<file path="config.mk">
export PLATFORM = sky130hd
export DESIGN_NAME = stt_top
export DESIGN_NICKNAME = d
export VERILOG_FILES = /design/src/logic/stt_pkg.sv /design/src/logic/stt_baud_timer.sv /design/src/logic/stt_frame_shifter.sv /design/src/logic/stt_top.sv
export SDC_FILE = /design/constraint.sdc
export NUM_CORES = 1
export LEC_CHECK = 0
export ABC_AREA = 1
export BUFFER_PORTS_ARGS = -buffer_cell sky130_fd_sc_hd__buf_2
export CAP_MARGIN = 20
export CORE_MARGIN = 2
export CORE_UTILIZATION = 31
export DETAILED_ROUTE_END_ITERATION = 8
export PLACE_DENSITY = 0.46
export SLEW_MARGIN = 10
export SYNTH_ARGS = -nofsm -noshare
export SYNTH_HDL_FRONTEND = slang
export SYNTH_HIERARCHICAL = 1
export SYNTH_SLANG_ARGS = --single-unit
</file>
<file path="constraint.sdc">
create_clock -name core_clk -period 2.3 [get_ports core_clk]
set_input_delay 0 -clock core_clk [delete_from_list [all_inputs] [get_ports core_clk]]
set_output_delay 0 -clock core_clk [all_outputs]
set_load 0.01 [all_outputs]
</file>
<file path="src/logic/stt_pkg.sv">
// Shared constants, types and carriers of the serial test transmitter.
// Assumes a 25 MHz core clock and an AXI4-Lite register bus.
package stt_pkg;

// ==========================================
// Register map (byte offsets)
localparam logic [7:0] OFF_TMR_LD = 8'h40;
localparam logic [7:0] OFF_TMR_CON = 8'h44;
localparam logic [7:0] OFF_KEY0 = 8'h80;
localparam logic [7:0] OFF_CTRL = 8'h84;
localparam logic [7:0] OFF_KEY1 = 8'h88;
localparam logic [2:0][7:0] OFF_DAT = {8'h94, 8'h90, 8'h8C};

// ==========================================
// Fields, keys and reset values
localparam logic [15:0] KEY0_VAL = 16'h0007;
localparam logic [15:0] KEY1_VAL = 16'h00B9;
localparam int unsigned EN_BIT = 0;
localparam int unsigned RST_BIT = 1;
localparam int unsigned CNT_LSB = 2;
localparam int unsigned CNT_MSB = 4;
localparam int unsigned TMR_EN_BIT = 7;
localparam logic [2:0] CNT_MAX = 3'h5;
localparam logic [4:0] CTRL_RST = 5'h00;
localparam logic [15:0] DAT_RST = 16'h0000;
localparam logic [15:0] TMR_LD_RST = 16'h0000;
localparam logic [7:0] TMR_CON_RST = 8'h00;
localparam int unsigned TMR_W = 16;
localparam logic [3:0] FRAME_BITS = 4'hC;
localparam logic PAR_ODD = 1'b0;
localparam logic [1:0] RESP_OKAY = 2'h0;
localparam logic [1:0] RESP_SLVERR = 2'h2;

// ==========================================
// States
typedef enum logic [2:0] {
    K_IDLE = 3'b001,
    K_ARMED = 3'b010,
    K_PEND = 3'b100
} stt_key_t;

typedef enum logic [2:0] {
    X_IDLE = 3'b001,
    X_LOAD = 3'b010,
    X_SEND = 3'b100
} stt_xmit_t;

// ==========================================
// Bus carriers
typedef struct packed {
    logic awvalid;
    logic [7:0] awaddr;
    logic wvalid;
    logic [31:0] wdata;
    logic [3:0] wstrb;
    logic bready;
    logic arvalid;
    logic [7:0] araddr;
    logic rready;
} stt_axil_in_t;

typedef struct packed {
    logic awready;
    logic wready;
    logic bvalid;
    logic [1:0] bresp;
    logic arready;
    logic rvalid;
    logic [31:0] rdata;
    logic [1:0] rresp;
} stt_axil_out_t;

// ==========================================
// Module state
typedef struct packed {
    logic [11:0] sreg;
    logic [3:0] cnt;
    logic busy;
    logic done;
    logic txd;
} stt_shift_st_t;

typedef struct packed {
    logic aw_got;
    logic [7:0] awaddr;
    logic w_got;
    logic [31:0] wdata;
    logic [3:0] wstrb;
    logic bvalid;
    logic [1:0] bresp;
    logic rvalid;
    logic [31:0] rdata;
    logic [1:0] rresp;
    stt_key_t key;
    logic [15:0] pend;
    logic [4:0] ctrl;
    logic [2:0][15:0] dat;
    logic [5:0] have;
    stt_xmit_t xst;
    logic [2:0] idx;
    logic [15:0] tmr_ld;
    logic [7:0] tmr_con;
    logic load;
    logic clr;
    logic [7:0] byte_q;
} stt_top_st_t;

endpackage

</file>
<file path="src/logic/stt_baud_timer.sv">
// Reload timer giving a one-cycle overflow pulse per bit time.
// Assumes reload and run come from registers on core_clk.
`timescale 1ns/1ps
module stt_baud_timer #(
    parameter int unsigned TMR_W = 16
) (
    // Clock and reset
    input wire logic core_clk,
    input wire logic resetn,
    // Settings
    input wire logic run,
    input wire logic [TMR_W-1:0] reload,
    // Overflow
    output logic tick
);

// ==========================================
// Parameter check
if (TMR_W < 2 || TMR_W > 32) begin : g_chk
    $error("TMR_W out of range");
end

typedef struct packed {
    logic [TMR_W-1:0] cnt;
    logic tick;
} stt_tmr_st_t;

stt_tmr_st_t s_q;
stt_tmr_st_t s_d;
logic last;

// ==========================================
// Counter
assign last = (reload <= TMR_W'(1)) || (s_q.cnt >= reload - TMR_W'(1));

always_comb begin
    s_d = s_q;
    s_d.tick = 1'b0;
    if (!run) begin
        s_d.cnt = '0;
    end else if (last) begin
        s_d.cnt = '0;
        s_d.tick = 1'b1;
    end else begin
        s_d.cnt = s_q.cnt + TMR_W'(1);
    end
end

always_ff @(posedge core_clk or negedge resetn) begin
    if (!resetn) begin
        s_q <= '0;
    end else begin
        s_q <= s_d;
    end
end

assign tick = s_q.tick;

endmodule // stt_baud_timer

</file>
<file path="src/logic/stt_frame_shifter.sv">
// Shifts one byte out as a framed packet, one bit per tick.
// Assumes load, clr and tick are single-cycle pulses on core_clk.
`timescale 1ns/1ps
module stt_frame_shifter (
    // Clock and reset
    input wire logic core_clk,
    input wire logic resetn,
    // Control
    input wire logic tick,
    input wire logic load,
    input wire logic clr,
    input wire logic [7:0] data,
    // Status
    output logic busy,
    output logic done,
    // Line
    output logic txd
);

stt_pkg::stt_shift_st_t s_q;
stt_pkg::stt_shift_st_t s_d;

// ==========================================
// Shifter
always_comb begin
    s_d = s_q;
    s_d.done = 1'b0;
    if (clr) begin
        s_d.busy = 1'b0;
        s_d.cnt = 4'h0;
        s_d.txd = 1'b1;
    end else if (load && !s_q.busy) begin
        s_d.sreg = {2'b11, ^data ^ stt_pkg::PAR_ODD, data, 1'b0};
        s_d.cnt = stt_pkg::FRAME_BITS;
        s_d.busy = 1'b1;
    end else if (s_q.busy && tick) begin
        if (s_q.cnt == 4'h0) begin
            s_d.busy = 1'b0;
            s_d.done = 1'b1;
        end else begin
            s_d.txd = s_q.sreg[0];
            s_d.sreg = {1'b1, s_q.sreg[11:1]};
            s_d.cnt = s_q.cnt - 4'h1;
        end
    end
end

always_ff @(posedge core_clk or negedge resetn) begin
    if (!resetn) begin
        s_q <= '{sreg: 12'hFFF, cnt: 4'h0, busy: 1'b0, done: 1'b0, txd: 1'b1};
    end else begin
        s_q <= s_d;
    end
end

assign busy = s_q.busy;
assign done = s_q.done;
assign txd = s_q.txd;
endmodule // stt_frame_shifter

</file>
<file path="src/logic/stt_top.sv">
// Serial test transmitter: keyed control, data words, baud timer.
// Assumes an AXI4-Lite master on core_clk and one output pin.
//
// What this block does
// - Stay idle until all counted bytes written.
// - Control reads differently while sending.
// - Control write needs key 07 then B9.
// - 0x11 sends five bytes, 0x05 two.
// - Packet: start, eight data, parity, two stops.
// - Count field bits 4:2 select 1-6.
// - Word zero first, low byte first.
`timescale 1ns/1ps
module stt_top (
    // Clock and reset
    input wire logic core_clk,
    input wire logic resetn,
    // Register bus
    input wire stt_pkg::stt_axil_in_t axil_in,
    output stt_pkg::stt_axil_out_t axil_out,
    // Serial pin
    output logic test_serial_output
);

stt_pkg::stt_top_st_t s_q;
stt_pkg::stt_top_st_t s_d;
logic wr_go;
logic commit;
logic tick;
logic sh_busy;
logic sh_done;
logic [2:0] cnt_code;
logic [2:0] nbytes;
logic [5:0] need;
logic [3:0] st_bits;
logic [15:0] ctrl_rd;

// ==========================================
// Decode
assign wr_go = s_q.aw_got && s_q.w_got && !s_q.bvalid;
assign commit = wr_go && s_q.awaddr == stt_pkg::OFF_KEY1 && s_q.key == stt_pkg::K_PEND
    && s_q.wdata[15:0] == stt_pkg::KEY1_VAL;
assign cnt_code = s_q.ctrl[stt_pkg::CNT_MSB:stt_pkg::CNT_LSB];
assign nbytes = (cnt_code > stt_pkg::CNT_MAX) ? 3'h6 : cnt_code + 3'h1;
assign need = 6'((7'h01 << nbytes) - 7'h01);
assign st_bits = (s_q.xst == stt_pkg::X_IDLE) ? 4'h0 : {1'b0, s_q.idx + 3'h1};
assign ctrl_rd = {7'h00, st_bits, s_q.ctrl};

// ==========================================
// Next state
always_comb begin
    logic hit;
    hit = 1'b0;
    s_d = s_q;
    s_d.load = 1'b0;
    s_d.clr = 1'b0;

    // Transmit sequencer
    case (s_q.xst)
        stt_pkg::X_IDLE: begin
            if (s_q.ctrl[stt_pkg::EN_BIT] && (s_q.have & need) == need
                && !s_q.clr && !sh_busy) begin
                s_d.xst = stt_pkg::X_LOAD;
                s_d.idx = 3'h0;
            end
        end
        stt_pkg::X_LOAD: begin
            s_d.load = 1'b1;
            s_d.byte_q = s_q.idx[0] ? s_q.dat[s_q.idx[2:1]][15:8]
                : s_q.dat[s_q.idx[2:1]][7:0];
            s_d.xst = stt_pkg::X_SEND;
        end
        stt_pkg::X_SEND: begin
            if (sh_done) begin
                if (s_q.idx == nbytes - 3'h1) begin
                    s_d.xst = stt_pkg::X_IDLE;
                    s_d.have = 6'h00;
                end else begin
                    s_d.idx = s_q.idx + 3'h1;
                    s_d.xst = stt_pkg::X_LOAD;
                end
            end
        end
        default: begin
            s_d.xst = stt_pkg::X_IDLE;
        end
    endcase

    // Write channels
    if (axil_in.awvalid && !s_q.aw_got && !s_q.bvalid) begin
        s_d.aw_got = 1'b1;
        s_d.awaddr = axil_in.awaddr;
    end
    if (axil_in.wvalid && !s_q.w_got && !s_q.bvalid) begin
        s_d.w_got = 1'b1;
        s_d.wdata = axil_in.wdata;
        s_d.wstrb = axil_in.wstrb;
    end
    if (s_q.bvalid && axil_in.bready) begin
        s_d.bvalid = 1'b0;
    end

    // Register writes
    if (wr_go) begin
        s_d.aw_got = 1'b0;
        s_d.w_got = 1'b0;
        s_d.bvalid = 1'b1;
        s_d.bresp = stt_pkg::RESP_OKAY;
        s_d.key = stt_pkg::K_IDLE;
        for (int i = 0; i < 3; i++) begin
            if (s_q.awaddr == stt_pkg::OFF_DAT[i]) begin
                hit = 1'b1;
                if (s_q.wstrb[0]) begin
                    s_d.dat[i][7:0] = s_q.wdata[7:0];
                    s_d.have[2*i] = 1'b1;
                end
                if (s_q.wstrb[1]) begin
                    s_d.dat[i][15:8] = s_q.wdata[15:8];
                    s_d.have[2*i+1] = 1'b1;
                end
            end
        end
        case (s_q.awaddr)
            stt_pkg::OFF_KEY0: begin
                if (s_q.wdata[15:0] == stt_pkg::KEY0_VAL) begin
                    s_d.key = stt_pkg::K_ARMED;
                end
            end
            stt_pkg::OFF_CTRL: begin
                if (s_q.key == stt_pkg::K_ARMED) begin
                    s_d.key = stt_pkg::K_PEND;
                    s_d.pend = s_q.wdata[15:0];
                end
            end
            stt_pkg::OFF_KEY1: begin
                if (commit) begin
                    s_d.ctrl = s_q.pend[stt_pkg::RST_BIT] ? stt_pkg::CTRL_RST
                        : s_q.pend[4:0];
                    s_d.have = 6'h00;
                    s_d.xst = stt_pkg::X_IDLE;
                    s_d.clr = 1'b1;
                end
            end
            stt_pkg::OFF_TMR_LD: begin
                s_d.tmr_ld = s_q.wdata[15:0];
            end
            stt_pkg::OFF_TMR_CON: begin
                s_d.tmr_con = s_q.wdata[7:0];
            end
            default: begin
                if (!hit) begin
                    s_d.bresp = stt_pkg::RESP_SLVERR;
                end
            end
        endcase
    end

    // Read channel
    if (s_q.rvalid && axil_in.rready) begin
        s_d.rvalid = 1'b0;
    end
    if (axil_in.arvalid && !s_q.rvalid) begin
        s_d.rvalid = 1'b1;
        s_d.rresp = stt_pkg::RESP_OKAY;
        s_d.rdata = 32'h0000_0000;
        case (axil_in.araddr)
            stt_pkg::OFF_CTRL: s_d.rdata = {16'h0000, ctrl_rd};
            stt_pkg::OFF_DAT[0]: s_d.rdata = {16'h0000, s_q.dat[0]};
            stt_pkg::OFF_DAT[1]: s_d.rdata = {16'h0000, s_q.dat[1]};
            stt_pkg::OFF_DAT[2]: s_d.rdata = {16'h0000, s_q.dat[2]};
            stt_pkg::OFF_TMR_LD: s_d.rdata = {16'h0000, s_q.tmr_ld};
            stt_pkg::OFF_TMR_CON: s_d.rdata = {24'h000000, s_q.tmr_con};
            stt_pkg::OFF_KEY0: s_d.rdata = 32'h0000_0000;
            stt_pkg::OFF_KEY1: s_d.rdata = 32'h0000_0000;
            default: s_d.rresp = stt_pkg::RESP_SLVERR;
        endcase
    end
end

// ==========================================
// State register
always_ff @(posedge core_clk or negedge resetn) begin
    if (!resetn) begin
        s_q <= '0;
        s_q.key <= stt_pkg::K_IDLE;
        s_q.xst <= stt_pkg::X_IDLE;
        s_q.ctrl <= stt_pkg::CTRL_RST;
        s_q.dat <= {3{stt_pkg::DAT_RST}};
        s_q.tmr_ld <= stt_pkg::TMR_LD_RST;
        s_q.tmr_con <= stt_pkg::TMR_CON_RST;
    end else begin
        s_q <= s_d;
    end
end

assign axil_out = '{
    awready: !s_q.aw_got && !s_q.bvalid,
    wready: !s_q.w_got && !s_q.bvalid,
    bvalid: s_q.bvalid,
    bresp: s_q.bresp,
    arready: !s_q.rvalid,
    rvalid: s_q.rvalid,
    rdata: s_q.rdata,
    rresp: s_q.rresp
};

// ==========================================
// Bit timer and shifter
stt_baud_timer #(
    .TMR_W(stt_pkg::TMR_W)
) u_timer (
    .core_clk(core_clk),
    .resetn(resetn),
    .run(s_q.tmr_con[stt_pkg::TMR_EN_BIT]),
    .reload(s_q.tmr_ld),
    .tick(tick)
);

stt_frame_shifter u_shift (
    .core_clk(core_clk),
    .resetn(resetn),
    .tick(tick),
    .load(s_q.load),
    .clr(s_q.clr),
    .data(s_q.byte_q),
    .busy(sh_busy),
    .done(sh_done),
    .txd(test_serial_output)
);
endmodule // stt_top

</file>
# Word level (Yosys, flattened, before mapping)
# Cells that the tools add are included.
totals:
  reg_bits: 238
  latch_bits: 0
  ram_bits: 0
  rom_bits: 0
  inputBits: 59
  output_inout_bits: 42
  word_cells: 196
  mem_count: 0
classes:
  addsub: 7
  n_mul: 0
  div_mod_pow: 0
  order_cmp: 4
  n_eq_ne: 32
  shift: 1
  n_mux: 62
  bitwise: 2
  reduce_logical: 54
ops:
  columns: ["cell", "n"]
  rows:
  - ["equality test 8 bit, second input constant", 12]
  - ["case mux 16 bit (6 select lines)", 1]
  - ["two-way mux 16 bit", 4]
  - ["two-way mux 19 bit", 2]
  - ["two-way mux 37 bit", 1]
  - ["two-way mux 9 bit", 4]
  - ["two-way mux 35 bit", 1]
  - ["binary-select mux 16 bit (select 2 bit)", 1]
  - ["equality test 8 x 7 -> 1 bit, second input constant", 4]
  - ["AND reduction 3 bit", 10]
  - ["two-way mux 1 bit", 23]
  - ["two-way mux 2 bit", 10]
  - ["logical AND 1 bit", 19]
  - ["two-way mux 6 bit", 3]
  - ["two-way mux 17 bit", 1]
  - ["adder 16 x 1 -> 16 bit, second input constant", 1]
  - ["equality test 16 x 3 -> 1 bit, second input constant", 1]
  - ["equality test 16 x 8 -> 1 bit, second input constant", 1]
  - ["greater-or-equal comparator 16 bit", 1]
  - ["less-or-equal comparator 16 x 1 -> 1 bit, second input constant", 1]
  - ["subtractor 16 x 1 -> 16 bit, second input constant", 1]
  - ["nonzero test 2 bit", 7]
  - ["two-way mux 12 bit", 1]
  - ["two-way mux 3 bit", 4]
  - ["other kinds (30)", 48]

# Depth between registers and ports, before layout
# Gate-level depths: netlist of run 1.
depth:
  word_depth: 14
  depth_mapped: 19
  mapped_depth_nobuf: 18

# Hierarchy
# Netlist of run 1, hierarchy kept.
modules_own_cells:
  columns: ["module", "instances", "cells_each", "area_each_um2", "seq_area_each_um2"]
  rows:
  - ["stt_top", 1, 919, 7674.9, 3856.2]
  - ["stt_baud_timer", 1, 234, 1619.1, 425.4]
  - ["stt_frame_shifter", 1, 144, 1188.6, 491.7]

# Worst setup path before layout of run 1
# No wires, ideal clock.
synth_path:
  kind: "reg-to-reg"
  from: "register s_q[18] in the netlist's numbering"
  to: "register u_timer/s_q[7] in the netlist's numbering"
  setup_ns: 0.071
  arrival_ns: 2.297
  t_required_ns: 2.229
  setup_slack_ns: -0.068
  stages_incl_launch_ff: 17
  path_buffers: 1
  synth_period_minus_slack_ns: 2.368
  path_cell_list: "dfrtp_1 -> inv_1 -> ha_1 -> nand2_1 -> nor3_1 -> nand2_1 -> xnor2_1 -> inv_1 -> ha_1 -> nand2_1 -> a21oi_1 -> nor2_1 -> nand2_1 -> nor2_2 -> nand3_4 -> buf_8 -> nor2_1"
synth_lines:
  columns: ["element", "line", "source"]
  rows:
  - ["from (decl)", "stt_top.sv:24", "stt_pkg::stt_top_st_t s_q;"]
  - ["to (signal assigned)", "stt_baud_timer.sv:51", "s_q <= '0;"]
  - ["to (signal assigned)", "stt_baud_timer.sv:53", "s_q <= s_d;"]
  - ["to (decl)", "stt_baud_timer.sv:28", "stt_tmr_st_t s_q;"]

==> impl_metrics.yaml, run 1 <==
detailed_routing:
  wl_per_cell_um: 15.4
  wl_mm: 28.8
  route.detailed.vias_per_inst: 4.60
  dr.pass1.iters: 7
  ant_nets: 0
  drtIter0Drc: 548
  route.detailed.drc: 0
  vias: 8614
placement:
  port_buffers: 64
  dpl.hpwl_mm: 21.2
  placed_area_mm2: 0.0114
  gp_congestion: 0.867
run:
  cap_violations: 0
global_routing:
  grt_overflow: 0
  grt_pass1_vias: 8414
  grt_max_degree: 77
  antenna_found_initial: 0
  grt_pass1_wl_mm: 46.5
  grt_usage_pct: 16.8
cells_and_area:
  fin_util_pct: 37.2
  finalInstanceArea_mm2: 0.0125
  drive_above_1_share_pct: 20.7
  fin_nets: 1495
  antenna_cells: 0
  syn_to_final_growth_pct: 18.8
pwr:
  vdd_drop_max_uv: 521
  p_leak_nw: 6.06
  power_per_cell_area_mw_per_mm2: 784
floorplan:
  start_util_pct: 31.3
  die_area_mm2: 0.0353
  num_io_pins: 101
  die_x_um: 188
  num_rows: 67
  core-area_mm2: 0.0334
  die_h_um: 188
clock_network:
  cts_tree: "yes"
  clk_pin_slew_ps: 80
  clkSinkCount: 190
  clk_latency_ps: 450
  cts-buffers-inserted: 17
  cts-root-buf: "clkbuf_16"
  htreeDepth: 4
  max-clock-path-buffers: 2
synthesis:
  syn_inst: 1297
  ys_types: 56
  synthTopCellsByArea: "dfrtp_1, nand2_1, inv_1"
  yosysTopAreaCellShare_pct: 41.8
  synthArstFlopShare_pct: 100
  ys_ff_latch: 190
  syn_area_mm2: 0.0105
  yosysSeqAreaShare_pct: 45.5
  ys.flop_type: "dfrtp_1"
  postSynthAreaPerCell_um2: 8.08
  ys_warn_count: 6
  synth_edf_count: 0
  yosysTopAreaCell: "dfrtp_1"
timing:
  rsz0062_at_grt: "true"
  worst_slack_ps: -150
  relSlewSlack_pct: 53.5
  min_period_ps: 2450
  period_share_pct: 107
  max_freq_ghz: 0.408
  finalClockSkew_ps: 13.7
  tightest_slew_ps: 697
  setup_viol: 16
  maxSlewViolCount: 0
  hold_viol_final: 0
worst_setup_path:
  r2r-start: "s_q[19]"
  cp.arrival_ps: 2820
  end_kind: "flop"
  cp-startpoint: "s_q[19]"
  worstSetupPathType: "flop to flop"
  setup.worst_path.start_class: "flop"
  worst-path-max-fanout: 8
  cp.required_ps: 2670
outcome:
  outcome: "complete, but fails checks"
  violations: "setup timing"
worst_hold_path:
  min_from: "axil_in[2]"
  min_path_type: "input port to flop"
[cell usage after synthesis, types with 7 or more instances]
cell	n
nand2_1	343
o21ai_2	25
a21oi_1	45
nor2_1	126
o21ai_1	32
buf_6	10
a21oi_2	7
nor2_2	13
ha_1	22
xor2_1	13
dfstp_2	15
o21a_1	9
o21ai_0	81
buf_4	38
nand3_1	60
nand2_2	11
nand4_1	12
o22ai_1	13
xnor2_1	11
dfrtp_1	175
clkbuf_1	15
inv_1	140
o211ai_1	8
nor3_1	10
[metal layers]
| metal | up-vias | routed length, um | track usage, % |
|---|---|---|---|
| li1 | 4369 | - | - |
| met1 | 4056 | 14600 | 23.7 |
| met2 | 161 | 12900 | 26.8 |
| met3 | 28 | 908 | 2.98 |
| met4 | 0 | 456 | 4.03 |
| met5 | - | 0 | 0 |
[through the flow]
stage	setup TNS (ps)	cells	hold WS (ps)	setup WS, ps	power, mW
after floorplan	0	1314	-296	13.0	5.68
after global placement	-1340	1807	97.8	-87.7	6.56
after detailed placement	-1560	1807	99.9	-110	6.59
after CTS	-162	1869	2.23	-28.4	9.87
after global routing	-4820	1873	77.2	-325	10.4
final	-1990	1873	5.34	-150	9.77
[layout make-up]
cell class	instances	area, um2
fillers	3485	21000
well taps	448	561
inverters	149	566
flip-flops and latches	190	4770
multi-input cells	906	4870
repair buffers	150	1090
clock buffers	19	443
clock inverters	11	159
[worst max-delay path, stage by stage (launching register included)]
cell     delay, ps
dfrtp_1        410
nor2_2         160
nand3_2        120
nor3b_4        280
nand2_1        100
xor2_1         150
ha_1           290
nand2_1         70
a21oi_1         80
nor2_2         110
nand2_2         80
nor2_4         190
nand3_4        200
nor2_2         150
[where the power goes]
group / switching (mW) / total [mW] / internal, mW
Clock: 1.36 / 3.11 / 1.75
Sequential: 0.388 / 4.21 / 3.82
Combinational: 1.56 / 2.45 / 0.898
Total: 3.31 / 9.77 / 6.47
[final timing paths]
path,end,depth (start not counted),slack (ps)
max,u_timer/s_q[5],13,-150
min,axil_out[1],5,5
max reg2reg,u_timer/s_q[5],13,-150
min reg2reg,u_shift/s_q[18],2,470
max in group asynchronous,s_q[115],3,1380
min in group asynchronous,axil_out[12],2,170
[repair_timing]
action                                  CTS  global route
gates resized for setup                  15            24
gates cloned                              1             0
endpoints found under the setup margin   16            17
hold buffers                             29             0
hold endpoints to repair                101             0
pin swaps                                16            25
buffers inserted                          2             4
[logic make-up after synthesis]
kind of cell / count (synthesis) / synth area share [%]
AND/OR/NAND/NOR: 600 / 25.1
other: 1 / 0.0358
flip-flops: 190 / 45.5
AO/OA/AOI/OAI: 237 / 14.0
buffers and inverters: 219 / 10.3
XOR/XNOR: 24 / 2.01
adder cells (fa/ha/maj): 22 / 2.63
multiplexers: 4 / 0.430
[flip-flops by register name, summed over array words and instances (netlist names)]
| name | count |
|---|---|
| ctrl_rd | 1 |
| u_shift/txd | 1 |
| u_shift/done | 1 |
| axil_out | 20 |
| u_shift/busy | 1 |
| cnt_code | 3 |
| u_shift/s_q | 16 |
| s_q | 130 |
| u_timer/s_q | 16 |
| u_timer/tick | 1 |
[cells in the final DEF (no fill, tap or decap), types with 4 or more instances in the layout]
master         count
o21a_1             9
nand2_1          337
mux2_2             4
dfstp_2           15
dlygate4sd3_1     29
a21oi_2            7
nor2_2            27
a21oi_1           45
conb_1            18
buf_2             63
inv_1            137
nor2_1           109
dfrtp_1          175
nor4_1             4
clkbuf_16         17
nor3_1             8
nand2_4            5
nand4_1           12
nand3_1           57
o21ai_2           25
ha_1              19
o22ai_1           13
xor2_1            13
o221ai_2           6
o21ai_1           32
o211ai_1           8
inv_2              8
o21ai_0           81
xnor2_1           11
buf_4             53
nand2_2           16
nand3_2            5
Power figures use the tool's default switching activity.
==> run 2, diff against run 1 <==
--- a/config.mk
+++ b/config.mk
@@ -7,11 +7,10 @@
 export LEC_CHECK = 0
 export ABC_AREA = 1
 export BUFFER_PORTS_ARGS = -buffer_cell sky130_fd_sc_hd__buf_2
-export CAP_MARGIN = 20
 export CORE_MARGIN = 2
-export CORE_UTILIZATION = 31
+export CORE_UTILIZATION = 54
 export DETAILED_ROUTE_END_ITERATION = 8
-export PLACE_DENSITY = 0.46
+export PLACE_DENSITY = 0.74
 export SLEW_MARGIN = 10
 export SYNTH_ARGS = -nofsm -noshare
 export SYNTH_HDL_FRONTEND = slang
==> run 2 against run 1 <==
Net effect: the run still ends with setup timing left; core utilization rose by 26 points; sequential power hardly changed; first-iteration DRC count grew 14%; global-route usage grew 8.9 points; highest routed layer unchanged.
==> impl_metrics.yaml, run 2 (synthesized netlist as in run 1, its figures left out) <==
cells_and_area:
  multiInputGateArea_mm2: 0.00484
  fin_nets: 1483
  most-common-layout-cells: "nand2_1, dfrtp_1, inv_1, nor2_1, o21ai_0"
  nFillCells: 1666
  syn_to_final_growth_pct: 14.7
  layout_commonest_cell: "nand2_1"
  fin_cells: 1675
  largest-register: "s_q"
  seq_area_mm2: 0.00477
  finalInstanceArea_mm2: 0.0120
  antenna_cells: 0
  drive_above_1_share_pct: 19.4
  largest_reg_flops: 130
floorplan:
  num_io_pins: 101
  die_h_um: 143
  start_util_pct: 55.5
  core-area_mm2: 0.0189
  die_area_mm2: 0.0205
  die_x_um: 143
  num_rows: 50
global_routing:
  grt_max_degree: 74
  antenna_found_initial: 0
  grt_pass1_wl_mm: 41.4
  grt_pass1_vias: 8301
  grt_usage_pct: 25.8
  grt_overflow: 0
worst_setup_path:
  cp.required_ps: 2670
  critical_path.top_delay_family: "simple AND/OR/NAND/NOR gates"
  critPathMaxStageDelay_ps: 450
  crit_path_frequent_cell: "nand2_1"
  worstSetupPathType: "flop to flop"
  crit_path_top_delay_cell: "dfrtp_2"
  cp.arrival_ps: 2770
  worst-path-max-fanout: 8
  path_buf_inv: 0
  path_cells: "nor2_4 > nand3_4 > nor3b_4 > nand2_1 > xor2_1 > ha_1 > nand2_1 > a21oi_1 > nor2_1 > nand2_1 > nor2_4 > nand3_4 > nor2_1"
  end_kind: "flop"
  setup.worst_path.start_class: "flop"
timing:
  finalClockSkew_ps: 8.79
  hold_viol_final: 0
  rsz0062_at_grt: "true"
  maxSlewViolCount: 0
  min_period_ps: 2400
  holdWs_ps: 18.8
  max_freq_ghz: 0.417
  period_share_pct: 104
  tightest_slew_ps: 629
  relSlewSlack_pct: 58.0
  finalSetupTns_ps: -1290
  setup_viol: 17
  worst_slack_ps: -98.7
run:
  cap_violations: 0
placement:
  place_inst: 1608
  gp_congestion: 0.916
  dpl.hpwl_mm: 18.5
  port_buffers: 64
  placed_area_mm2: 0.0110
clock_network:
  clkSinkCount: 190
  htreeDepth: 4
  cts-buffers-inserted: 17
  max-clock-path-buffers: 2
  clk_pin_slew_ps: 70
  clk_latency_ps: 440
  cts_tree: "yes"
  cts-root-buf: "clkbuf_16"
pwr:
  total_power_mw: 9.27
  p_leak_nw: 5.95
  power_per_cell_area_mw_per_mm2: 771
  vdd_drop_max_uv: 598
detailed_routing:
  route.detailed.drc: 0
  wl_mm: 25.3
  drtIter0Drc: 623
  route.detailed.vias_per_inst: 5.28
  dr.pass1.iters: 6
  wl_per_cell_um: 15.1
  ant_nets: 0
  vias: 8845
outcome:
  outcome: "complete, but fails checks"
  violations: "setup timing"
worst_hold_path:
  min_path_type: "input port to flop"
## run 2: cell types whose count changed in the layout (fill, tap and decap cells not counted), sizes merged
cell | before | now
buf | 120 | 108
clkbuf | 20 | 25
bufinv | 3 | 0
clkinvlp | 3 | 6
inv | 149 | 147
clkinv | 5 | 4
## run 2: through the flow
stage                     util (%)  setup slack (ps)
after floorplan                  -              13.0
after global placement        58.3             -70.3
after detailed placement      58.3              -145
after CTS                     63.2             -91.5
after global routing          63.6              -255
final                         63.6             -98.7
## run 2: final cells by class
class | instances | area share (%)
clock buffers | 24 | 4.01
clock inverters | 8 | 0.489
inverters | 149 | 4.70
multi-input cells | 906 | 40.3
flip-flops and latches | 190 | 39.7
well taps | 260 | 2.71
repair buffers | 138 | 8.07
## run 2: worst paths after layout
check	start	end	slack [ps]	cells past startpoint
min in group asynchronous	resetn	axil_out[13]	110	2
worst min-delay path	axil_in[2]	axil_out[1]	20	5
worst min register to register	u_shift/s_q[18]	u_shift/s_q[18]	470	2
worst max register to register	s_q[20]	u_timer/s_q[3]	-100	13
max in group asynchronous	resetn	s_q[8]	1420	3
worst max-delay path	s_q[20]	u_timer/s_q[3]	-100	13
## run 2: power breakdown
group          switching [mW]  internal (mW)  total (mW)
combinational            1.51          0.840        2.35
clock                    1.26           1.47        2.73
sequential              0.366           3.82        4.19
## run 2: metal layers
layer | global-route usage, % | up-vias | part of all wire [%]
li1 | - | 4349 | -
met1 | 36.2 | 4140 | 46
met2 | 40.7 | 310 | 46
met3 | 3.83 | 46 | 5.8
met4 | 9.65 | 0 | 2.7
met5 | 0 | - | 0
## run 2: timing repair
action	4_1_cts	5_1_grt
pin swaps	8	19
hold buffers	29	0
gates cloned	1	0
setup buffers	2	3
endpoints found under the hold margin	96	0
gates resized for setup	14	18
setup endpoints to repair	17	17
## run 2: worst reg2reg max path, delay by kind of cell, from the launching register on
| family | cells | cell delay [ps] |
|---|---|---|
| and+or+nand+nor | 10 | 1370 |
| DFF | 1 | 450 |
| adders and majority gates | 1 | 310 |
| xor gates and xnor gates | 1 | 160 |
| AOI/OAI and AO/OA | 1 | 50 |
